### src/common/pwmtl_map.svh
`ifndef PWMTL_MAP_SVH
`define PWMTL_MAP_SVH

// Clock period of core_clk in picoseconds (20 MHz).
`define PWMTL_CLK_PS 50000

// Blanking times in picoseconds.
`define PWMTL_SHORT_BLANK_PS 60000
`define PWMTL_LONG_BLANK_PS 100000

// Least-time counts round up, never below one cycle.
`define PWMTL_SHORT_BLANK_CYC ((`PWMTL_SHORT_BLANK_PS + `PWMTL_CLK_PS - 1) / `PWMTL_CLK_PS)
`define PWMTL_LONG_BLANK_CYC ((`PWMTL_LONG_BLANK_PS + `PWMTL_CLK_PS - 1) / `PWMTL_CLK_PS)

// Overload duration in microseconds and its cycle count at 20 MHz.
`define PWMTL_OVERLOAD_US 30000
`define PWMTL_OVERLOAD_CYC (`PWMTL_OVERLOAD_US * 20)

// Auto-recovery period in microseconds and its cycle count.
`define PWMTL_RECOVERY_US 1000000
`define PWMTL_RECOVERY_CYC (`PWMTL_RECOVERY_US * 20)

// Analog levels in millivolts, as seen at the sense and feedback pins.
`define PWMTL_CURRENT_LIMIT_MV 495
`define PWMTL_SHORT_CIRCUIT_MV 625
`define PWMTL_SKIP_MV 300
`define PWMTL_SKIP_HYS_MV 25
`define PWMTL_SLOPE_PEAK_MV 98

// Feedback divider 5R/R gives a divide-by-six attenuation.
`define PWMTL_FB_DIV 6
// Soft-start ramp divide factor.
`define PWMTL_SS_DIV 6

// Duty positions in percent.
`define PWMTL_SLOPE_START_PCT 40
`define PWMTL_MAX_DUTY_PCT 80

// Consecutive short-circuit trips that cause fault.
`define PWMTL_SC_LIMIT 4

`endif

### src/common/pwmtl_pkg.sv
package pwmtl_pkg;

  // Source that ended the last drive pulse.
  typedef enum logic [2:0]
  {
    PWMTL_END_NONE,
    PWMTL_END_FEEDBACK,
    PWMTL_END_CURRENT_LIMIT,
    PWMTL_END_SHORT,
    PWMTL_END_MAX_DUTY,
    PWMTL_END_SOFT_START
  } pwmtl_end_type;

  // Operating state of the pulse controller.
  typedef enum logic [1:0]
  {
    PWMTL_RUN,
    PWMTL_FAULT
  } pwmtl_state_type;

endpackage

### src/core/pwmtl_sync.sv
`timescale 1ns/1ps
`default_nettype none

// Three-stage synchroniser; a change counts once stages two and three agree.
module pwmtl_sync
(
  input  wire logic core_clk,
  input  wire logic rst_n,
  input  wire logic async_in,
  output logic      sync_out
);

  logic [2:0] stage_reg; // Shift chain, stage 0 is read only by stage 1.
  logic       out_reg;   // Filtered level.

  // Shift the pin level through the chain.
  always_ff @(posedge core_clk or negedge rst_n)
  begin
    if (!rst_n)
    begin
      stage_reg <= 3'h0;
    end
    else
    begin
      stage_reg <= {stage_reg[1:0], async_in};
    end
  end

  // Accept the new level only when the later stages agree.
  always_ff @(posedge core_clk or negedge rst_n)
  begin
    if (!rst_n)
    begin
      out_reg <= 1'b0;
    end
    else if (stage_reg[1] == stage_reg[2])
    begin
      out_reg <= stage_reg[2];
    end
  end

  assign sync_out = out_reg;

endmodule

`default_nettype wire

### src/core/pwmtl_slope.sv
`timescale 1ns/1ps
`default_nettype none
`include "pwmtl_map.svh"

// Compensation ramp in millivolts, timed from the phase counter.
module pwmtl_slope
#(
  parameter int PHASE_W = 8
)
(
  input  wire logic               core_clk,
  input  wire logic               rst_n,
  input  wire logic [PHASE_W-1:0] phase,
  input  wire logic [PHASE_W-1:0] period_len,
  output logic      [9:0]         slope_mv
);

  logic [31:0] start_pos;  // Phase at start duty point.
  logic [31:0] span;       // Phases from start to max duty.
  logic [31:0] into_ramp;  // Phases past start.
  logic [9:0]  slope_reg;  // Registered ramp value.

  // Duty positions scale with period, so the slope scales with frequency.
  always_comb
  begin
    start_pos = (32'(period_len) * `PWMTL_SLOPE_START_PCT) / 100;
    span      = (32'(period_len) * (`PWMTL_MAX_DUTY_PCT - `PWMTL_SLOPE_START_PCT)) / 100;
    into_ramp = 32'(phase) - start_pos;
  end

  // Ramp rises from zero at the start point to the peak at max duty.
  always_ff @(posedge core_clk or negedge rst_n)
  begin
    if (!rst_n)
    begin
      slope_reg <= 10'h000;
    end
    else if (32'(phase) < start_pos || span == 32'h0)
    begin
      slope_reg <= 10'h000; // Before the start point there is no reduction.
    end
    else if (into_ramp >= span)
    begin
      slope_reg <= 10'(`PWMTL_SLOPE_PEAK_MV);
    end
    else
    begin
      slope_reg <= 10'((into_ramp * `PWMTL_SLOPE_PEAK_MV) / span);
    end
  end

  assign slope_mv = slope_reg;

endmodule

`default_nettype wire

### src/core/pwmtl_core.sv
`timescale 1ns/1ps
`default_nettype none
`include "pwmtl_map.svh"

// Contract
// - Sense above limit ends the pulse.
// - Overload timer full disables pulses, faults.
// - Overload timer counts up, down, clears only in fault.
// - Short-circuit trip ends pulse, counts trip.
// - Four consecutive trips disable pulses, fault.
// - Sense pulled low, short blanking after rise.
// - Long blanking before limit and feedback compare.
// - Feedback below skip level blanks new pulses.
// - Resume above skip level plus hysteresis.
// - Max duty fraction ends the pulse.
// - Ramp starts at 40 percent, peak 98 mV.
// - Ramp timed to duty positions, frequency scaled.
// - Same ramp lowers current-limit threshold.
// - Feedback divided by six before comparing.
// - Sense above compensated feedback ends pulse.
// - Startup: sense above soft-start/6 ends pulse.
// - Overload fault restarts after recovery period.
module pwmtl_core
  import pwmtl_pkg::*;
#(
  parameter int PHASE_W      = 8,
  parameter int OVERLOAD_CYC = `PWMTL_OVERLOAD_CYC,
  parameter int RECOVERY_CYC = `PWMTL_RECOVERY_CYC
)
(
  input  wire logic               core_clk,
  input  wire logic               rst_n,
  input  wire logic [PHASE_W-1:0] period_len,
  input  wire logic [11:0]        sense_mv,
  input  wire logic [11:0]        feedback_mv,
  input  wire logic [11:0]        soft_start_mv,
  input  wire logic               soft_start_done,
  output logic                    gate_drive_out,
  output logic                    sense_pulldown,
  output logic                    sense_connect,
  output logic                    short_circuit_trip,
  output logic                    skip_active,
  output logic                    fault_active,
  output pwmtl_end_type           end_source
);

  localparam int SHORT_CYC = (`PWMTL_SHORT_BLANK_CYC < 1) ? 1 : `PWMTL_SHORT_BLANK_CYC;
  localparam int LONG_CYC  = (`PWMTL_LONG_BLANK_CYC < 1) ? 1 : `PWMTL_LONG_BLANK_CYC;
  localparam int OVL_W     = $clog2(OVERLOAD_CYC + 1);
  localparam int REC_W     = $clog2(RECOVERY_CYC + 1);

  logic [PHASE_W-1:0] phase_reg;       // Position within the period.
  logic               drive_reg;       // Gate drive latch.
  logic [3:0]         blank_reg;       // Cycles since drive rose, saturating.
  logic [OVL_W-1:0]   overload_reg;    // Integrating overload timer.
  logic [2:0]         sc_count_reg;    // Consecutive short-circuit pulses.
  logic               ss_done_sync;    // Soft-start done flag after the synchroniser.
  logic               skip_reg;        // Skip blanking state.
  pwmtl_state_type    state_reg;       // Run or fault.
  logic [REC_W-1:0]   recover_reg;     // Auto-recovery countdown.
  pwmtl_end_type      end_reg;         // Source that ended last pulse.
  logic               sc_trip_reg;     // Registered trip indication.
  logic [9:0]         slope_mv;        // Compensation ramp.
  logic               period_start;    // First phase of period.
  logic               short_open;      // Short blanking over.
  logic               long_open;       // Long blanking over.
  logic [13:0]        fb_level;        // Attenuated compensated feedback, x6 scale.
  logic               hit_limit;       // Current-limit comparator.
  logic               hit_short;       // Short-circuit comparator.
  logic               hit_feedback;    // Feedback comparator.
  logic               hit_soft;        // Soft-start comparator.
  logic               hit_max_duty;    // Max duty clamp.
  logic               stop_pulse;      // Any termination source.
  pwmtl_end_type      stop_src;        // Winning source.
  logic [31:0]        max_pos;         // Phase of max duty.

  // Returns true when the saturating blank counter has reached a count.
  function automatic logic blank_done(input logic [3:0] cnt, input int lim);
    blank_done = 32'(cnt) >= lim;
  endfunction

  pwmtl_slope #(
    .PHASE_W (PHASE_W)
  ) u_slope (
    .core_clk   (core_clk),
    .rst_n      (rst_n),
    .phase      (phase_reg),
    .period_len (period_len),
    .slope_mv   (slope_mv)
  );

  // The soft-start done flag comes from a pin comparator, so it is synchronised.
  pwmtl_sync u_done_sync (
    .core_clk (core_clk),
    .rst_n    (rst_n),
    .async_in (soft_start_done),
    .sync_out (ss_done_sync)
  );

  // Phase counter wraps at the programmed period length.
  always_ff @(posedge core_clk or negedge rst_n)
  begin
    if (!rst_n)
    begin
      phase_reg <= '0;
    end
    else if (32'(phase_reg) + 1 >= 32'(period_len))
    begin
      phase_reg <= '0;
    end
    else
    begin
      phase_reg <= phase_reg + 1'b1;
    end
  end

  // Comparators and termination priority.
  always_comb
  begin
    period_start = (phase_reg == '0);
    short_open   = drive_reg && blank_done(blank_reg, SHORT_CYC);
    long_open    = drive_reg && blank_done(blank_reg, LONG_CYC);
    max_pos      = (32'(period_len) * `PWMTL_MAX_DUTY_PCT) / 100;
    // Feedback divided by six; compare sense*6 to avoid division.
    fb_level     = 14'(feedback_mv) - 14'(`PWMTL_FB_DIV) * 14'(slope_mv);
    if (14'(feedback_mv) < 14'(`PWMTL_FB_DIV) * 14'(slope_mv))
    begin
      fb_level = 14'h0000; // Ramp cannot take the level below zero.
    end
    hit_short    = short_open && (sense_mv > 12'(`PWMTL_SHORT_CIRCUIT_MV));
    hit_limit    = long_open && (13'(sense_mv) + 13'(slope_mv)
                   > 13'(`PWMTL_CURRENT_LIMIT_MV));
    hit_feedback = long_open && (15'(`PWMTL_FB_DIV) * 15'(sense_mv) > 15'(fb_level));
    hit_soft     = long_open && !ss_done_sync
                   && (15'(`PWMTL_SS_DIV) * 15'(sense_mv) > 15'(soft_start_mv));
    hit_max_duty = drive_reg && (32'(phase_reg) >= max_pos);
    stop_pulse   = hit_short | hit_limit | hit_feedback | hit_soft | hit_max_duty;
    if (hit_short)
    begin
      stop_src = PWMTL_END_SHORT;
    end
    else if (hit_limit)
    begin
      stop_src = PWMTL_END_CURRENT_LIMIT;
    end
    else if (hit_feedback)
    begin
      stop_src = PWMTL_END_FEEDBACK;
    end
    else if (hit_soft)
    begin
      stop_src = PWMTL_END_SOFT_START;
    end
    else
    begin
      stop_src = PWMTL_END_MAX_DUTY;
    end
  end

  // Drive latch: set at period start, cleared by any source.
  always_ff @(posedge core_clk or negedge rst_n)
  begin
    if (!rst_n)
    begin
      drive_reg <= 1'b0;
    end
    else if (state_reg == PWMTL_FAULT || skip_reg)
    begin
      drive_reg <= 1'b0;
    end
    else if (drive_reg && stop_pulse)
    begin
      drive_reg <= 1'b0;
    end
    else if (period_start)
    begin
      drive_reg <= 1'b1;
    end
  end

  // Saturating count of cycles since the drive rose.
  always_ff @(posedge core_clk or negedge rst_n)
  begin
    if (!rst_n)
    begin
      blank_reg <= 4'h0;
    end
    else if (!drive_reg)
    begin
      blank_reg <= 4'h0;
    end
    else if (blank_reg != 4'hf)
    begin
      blank_reg <= blank_reg + 4'h1;
    end
  end

  // Last termination source, reported for observation.
  always_ff @(posedge core_clk or negedge rst_n)
  begin
    if (!rst_n)
    begin
      end_reg     <= PWMTL_END_NONE;
      sc_trip_reg <= 1'b0;
    end
    else
    begin
      sc_trip_reg <= drive_reg && hit_short;
      if (drive_reg && stop_pulse)
      begin
        end_reg <= stop_src;
      end
    end
  end

  // Integrating overload timer stepped once per ended pulse.
  always_ff @(posedge core_clk or negedge rst_n)
  begin
    if (!rst_n)
    begin
      overload_reg <= '0;
    end
    else if (state_reg == PWMTL_FAULT)
    begin
      overload_reg <= '0;
    end
    else if (drive_reg && stop_pulse && stop_src == PWMTL_END_CURRENT_LIMIT)
    begin
      // Credit a whole period per limited pulse.
      if (32'(overload_reg) + 32'(period_len) >= OVERLOAD_CYC)
      begin
        overload_reg <= OVL_W'(OVERLOAD_CYC);
      end
      else
      begin
        overload_reg <= overload_reg + OVL_W'(period_len);
      end
    end
    else if (drive_reg && stop_pulse)
    begin
      // Other sources ramp down without clearing.
      if (32'(overload_reg) > 32'(period_len))
      begin
        overload_reg <= overload_reg - OVL_W'(period_len);
      end
      else
      begin
        overload_reg <= '0;
      end
    end
  end

  // Consecutive short-circuit pulse counter.
  always_ff @(posedge core_clk or negedge rst_n)
  begin
    if (!rst_n)
    begin
      sc_count_reg <= 3'h0;
    end
    else if (state_reg == PWMTL_FAULT)
    begin
      sc_count_reg <= 3'h0;
    end
    else if (drive_reg && stop_pulse)
    begin
      if (hit_short)
      begin
        sc_count_reg <= sc_count_reg + 3'h1;
      end
      else
      begin
        sc_count_reg <= 3'h0;
      end
    end
  end

  // Skip comparator with hysteresis.
  always_ff @(posedge core_clk or negedge rst_n)
  begin
    if (!rst_n)
    begin
      skip_reg <= 1'b0;
    end
    else if (feedback_mv < 12'(`PWMTL_SKIP_MV))
    begin
      skip_reg <= 1'b1;
    end
    else if (feedback_mv > 12'(`PWMTL_SKIP_MV + `PWMTL_SKIP_HYS_MV))
    begin
      skip_reg <= 1'b0;
    end
  end

  // Fault state with auto-recovery timer.
  always_ff @(posedge core_clk or negedge rst_n)
  begin
    if (!rst_n)
    begin
      state_reg   <= PWMTL_RUN;
      recover_reg <= '0;
    end
    else
    begin
      unique case (state_reg)
        PWMTL_RUN:
        begin
          if (32'(overload_reg) >= OVERLOAD_CYC
              || 32'(sc_count_reg) >= `PWMTL_SC_LIMIT)
          begin
            state_reg   <= PWMTL_FAULT;
            recover_reg <= REC_W'(RECOVERY_CYC);
          end
        end
        PWMTL_FAULT:
        begin
          if (recover_reg <= REC_W'(1))
          begin
            state_reg <= PWMTL_RUN;
          end
          else
          begin
            recover_reg <= recover_reg - 1'b1;
          end
        end
      endcase
    end
  end

  assign gate_drive_out     = drive_reg;
  assign sense_pulldown     = !short_open;
  assign sense_connect      = long_open;
  assign short_circuit_trip = sc_trip_reg;
  assign skip_active        = skip_reg;
  assign fault_active       = (state_reg == PWMTL_FAULT);
  assign end_source         = end_reg;

endmodule

`default_nettype wire

### config.mk
export PLATFORM = sky130hd
export DESIGN_NAME = pwmtl_core
export DESIGN_NICKNAME = d
export VERILOG_FILES = /design/src/common/pwmtl_pkg.sv /design/src/core/pwmtl_sync.sv /design/src/core/pwmtl_slope.sv /design/src/core/pwmtl_core.sv
export VERILOG_INCLUDE_DIRS = /design/src /design/src/common
export SDC_FILE = /design/constraint.sdc
export NUM_CORES = 1
export LEC_CHECK = 0
export ABC_AREA = 1
export BUFFER_PORTS_ARGS = -buffer_cell sky130_fd_sc_hd__buf_2
export CAP_MARGIN = 25
export CORE_UTILIZATION = 65
export DETAILED_ROUTE_END_ITERATION = 10
export PLACE_DENSITY = 0.82
export REMOVE_ABC_BUFFERS = 1
export SLEW_MARGIN = 10
export SYNTH_ARGS = -nofsm -noshare
export SYNTH_HDL_FRONTEND = slang
export SYNTH_SLANG_ARGS = --single-unit
### constraint.sdc
create_clock -name core_clk -period 160.3 [get_ports core_clk]
set_input_delay 24.045 -clock core_clk [delete_from_list [all_inputs] [get_ports core_clk]]
set_output_delay 24.045 -clock core_clk [all_outputs]
set_load 0.01 [all_outputs]
==> results.sh <==
export IMPL_wl_per_cell_um=14.5
export IMPL_path_max_fanout=41
export IMPL_synth_ff_type="dfrtp_1"
export IMPL_gp_congestion=0.988
export IMPL_fmax_mhz=9.15
export IMPL_clkTransAtPathRegs_ps=70
export IMPL_worstMarginPinSlew_ps=951
export IMPL_ys_types=87
export IMPL_slowest_delay_ps=700
export IMPL_grt_pass1_vias=35053
export IMPL_critPathLaunch="period_len[1]"
export IMPL_initial_core_util=0.660
export IMPL_clock_latency_ps=350
export IMPL_r2r_slack_ps=80550
export IMPL_worst_r2r_path_depth=452
export IMPL_worst_setup_path_type="in -> reg"
export IMPL_finalHoldViolations=0
export IMPL_fin_skew_ps=11.0
export IMPL_layout_nets=6554
export IMPL_start_kind="input port"
export IMPL_cpMostUsedCell="nand2_1"
export IMPL_drive_gt1_frac=0.128
export IMPL_cts_root_buf="clkbuf_16"
export IMPL_post_cts_resized=0
export IMPL_async_flop_share=1.00
export IMPL_grt_pass1_wl_um=165000
export IMPL_hpwlAfterDp_um=81200
export IMPL_drtIter0Drc=2729
export IMPL_grt_overflow=0
export IMPL_cp_end_kind="flip-flop"
export IMPL_final_antenna_net_count=0
export IMPL_postCtsSetupBuffers=0
export IMPL_hp_start="u_done_sync.stage_reg[0]$_DFF_PN0_"
export IMPL_r2r_end="u_slope.slope_mv[0]$_DFF_PN0_"
export IMPL_viasPerCell=5.66
export IMPL_hp_class="reg -> reg"
export IMPL_diodes=0
export IMPL_yosys_warnings=0
export IMPL_synth_seq_cells=81
export IMPL_coreArea_um2=55400
export IMPL_period_needed_ps=109290
export IMPL_cpMaxStageDelayCell="nor2_2"
export IMPL_cp_top_family="compound AO/OA/AOI/OAI gates"
export IMPL_drc=0
export IMPL_htreeDepth=3
export IMPL_cts_made_buffers=9
export IMPL_cap_violations=0
export IMPL_clock_sink_count=81
export IMPL_rsz0062_at_grt="false"
export IMPL_critPathBufInv=76
export IMPL_grt_max_degree=69
export IMPL_min_path_cells=0
export IMPL_grt_use_total=0.337
export IMPL_ios=56
export IMPL_die_area_um2=57300
export IMPL_fin_setup_tns_ps=0
export IMPL_cp_required_ps=160520
export IMPL_relSlewSlack=0.364
export IMPL_syn_avg_cell_area_um2=6.05
export IMPL_cts_tree="built"
export IMPL_whs_endpoint="u_done_sync.stage_reg[1]$_DFF_PN0_"
export IMPL_synth_edf_count=0
export IMPL_antenna_found_initial=0
export IMPL_seq_area_frac_synth=0.0554
export IMPL_netlist_instances=6051
export IMPL_drv_slew=0
export IMPL_dr_total_vias=38539
export IMPL_final_cell_mix="nand2_1, inv_1, nor2_1"
export IMPL_synth_area_um2=36600
export IMPL_fp_dieW_um=239
export IMPL_area_delta_synth_final_pct=2.69
export IMPL_critPathArrivalTime_ps=109510
export IMPL_largest_reg_flops=25
export IMPL_cts_max_path_buffers=2
export IMPL_drtPass1Iterations=8
export IMPL_ctsHoldBuffers=0
export IMPL_status="finished clean"
export IMPL_chipHeight_um=239
export IMPL_rows=86
export IMPL_min_period_over_period=0.682
export IMPL_setup_violations=0
export IMPL_final_common_cell="nand2_1"
export IMPL_reg2reg_from="phase_reg[0]$_DFF_PN0_"
export IMPL_port_buffers=55
export IMPL_finalWirelength_um=98400
## cell usage after synthesis, types with 34 or more instances
cell type  instances  share of area
nand2_2          158          0.027
xnor2_1           97          0.023
nand4_1          178          0.030
dfrtp_1           81          0.055
o21ai_0          313          0.043
inv_1            877          0.090
nor2_1           600          0.062
nor3_1            49         0.0067
inv_2             57         0.0058
nand3_1          446          0.061
nand3_2          108          0.030
nand2_1         1373           0.14
nor2_4            51          0.016
o21ai_1           50         0.0068
nand2_4           61          0.019
xor2_1           188          0.045
nor2_2            96          0.016
ha_1             435           0.15
a21oi_1          276          0.038
o21bai_1          34         0.0070
## worst max-delay path by stage
stage | endpoint | slack [ps] | cells after the start
after global placement | u_slope.slope_mv[0]$_DFF_PN0_ | 54840 | 493
after CTS | u_slope.slope_mv[0]$_DFF_PN0_ | 51690 | 497
final | u_slope.slope_mv[0]$_DFF_PN0_ | 51010 | 497
after global routing | u_slope.slope_mv[0]$_DFF_PN0_ | 41690 | 500
after detailed placement | u_slope.slope_mv[0]$_DFF_PN0_ | 51490 | 497
after floorplan | u_slope.slope_mv[0]$_DFF_PN0_ | 59830 | 494
## through the flow
step                      utilization  std cells  area (um2)  hold slack [ps]  setup slack, ps
after floorplan                     -       5972       35900              331            59830
after global placement          0.672       6787       37300              335            54840
after detailed placement        0.672       6787       37300              352            51490
after CTS                       0.678       6803       37600              368            51690
after global routing            0.678       6804       37600              378            41690
final                           0.678       6804       37600              365            51010
## logic make-up after synthesis
group	after synthesis	share of synthesized area
buffers and inverters	1077	0.124
other	1	0.000102
DFF	81	0.0554
AOI/OAI and AO/OA	881	0.140
and+or+nand+nor	3269	0.452
adders and majority gates	457	0.160
xor gates and xnor gates	285	0.0682
## cell type report
class	count	area, um2
Multi-Input combinational cell	4893	30000
Clock buffer	9	225
Clock inverter	7	86.3
Timing Repair Buffer	68	388
Inverter	998	3870
Sequential cell	81	2030
Tap cell	748	936
Fill cell	5126	17800
## worst register-to-register path: cells and delay by family, from the launching register on
family | cells | cell delay (ps)
adders and majority gates | 38 | 12300
DFF | 1 | 580
buffers and inverters | 69 | 7050
AOI/OAI and AO/OA | 153 | 30360
xor gates and xnor gates | 2 | 700
and+or+nand+nor | 190 | 28560
## layer usage
layer	GRT usage	part of all wire
met5	0	0
met4	0.0938	0.026
met3	0.0162	0.052
met2	0.574	0.45
met1	0.458	0.47
Power is left out: the tool's default activity adds up to more than one toggle a clock period on the data nets, which glitch-free logic cannot reach.
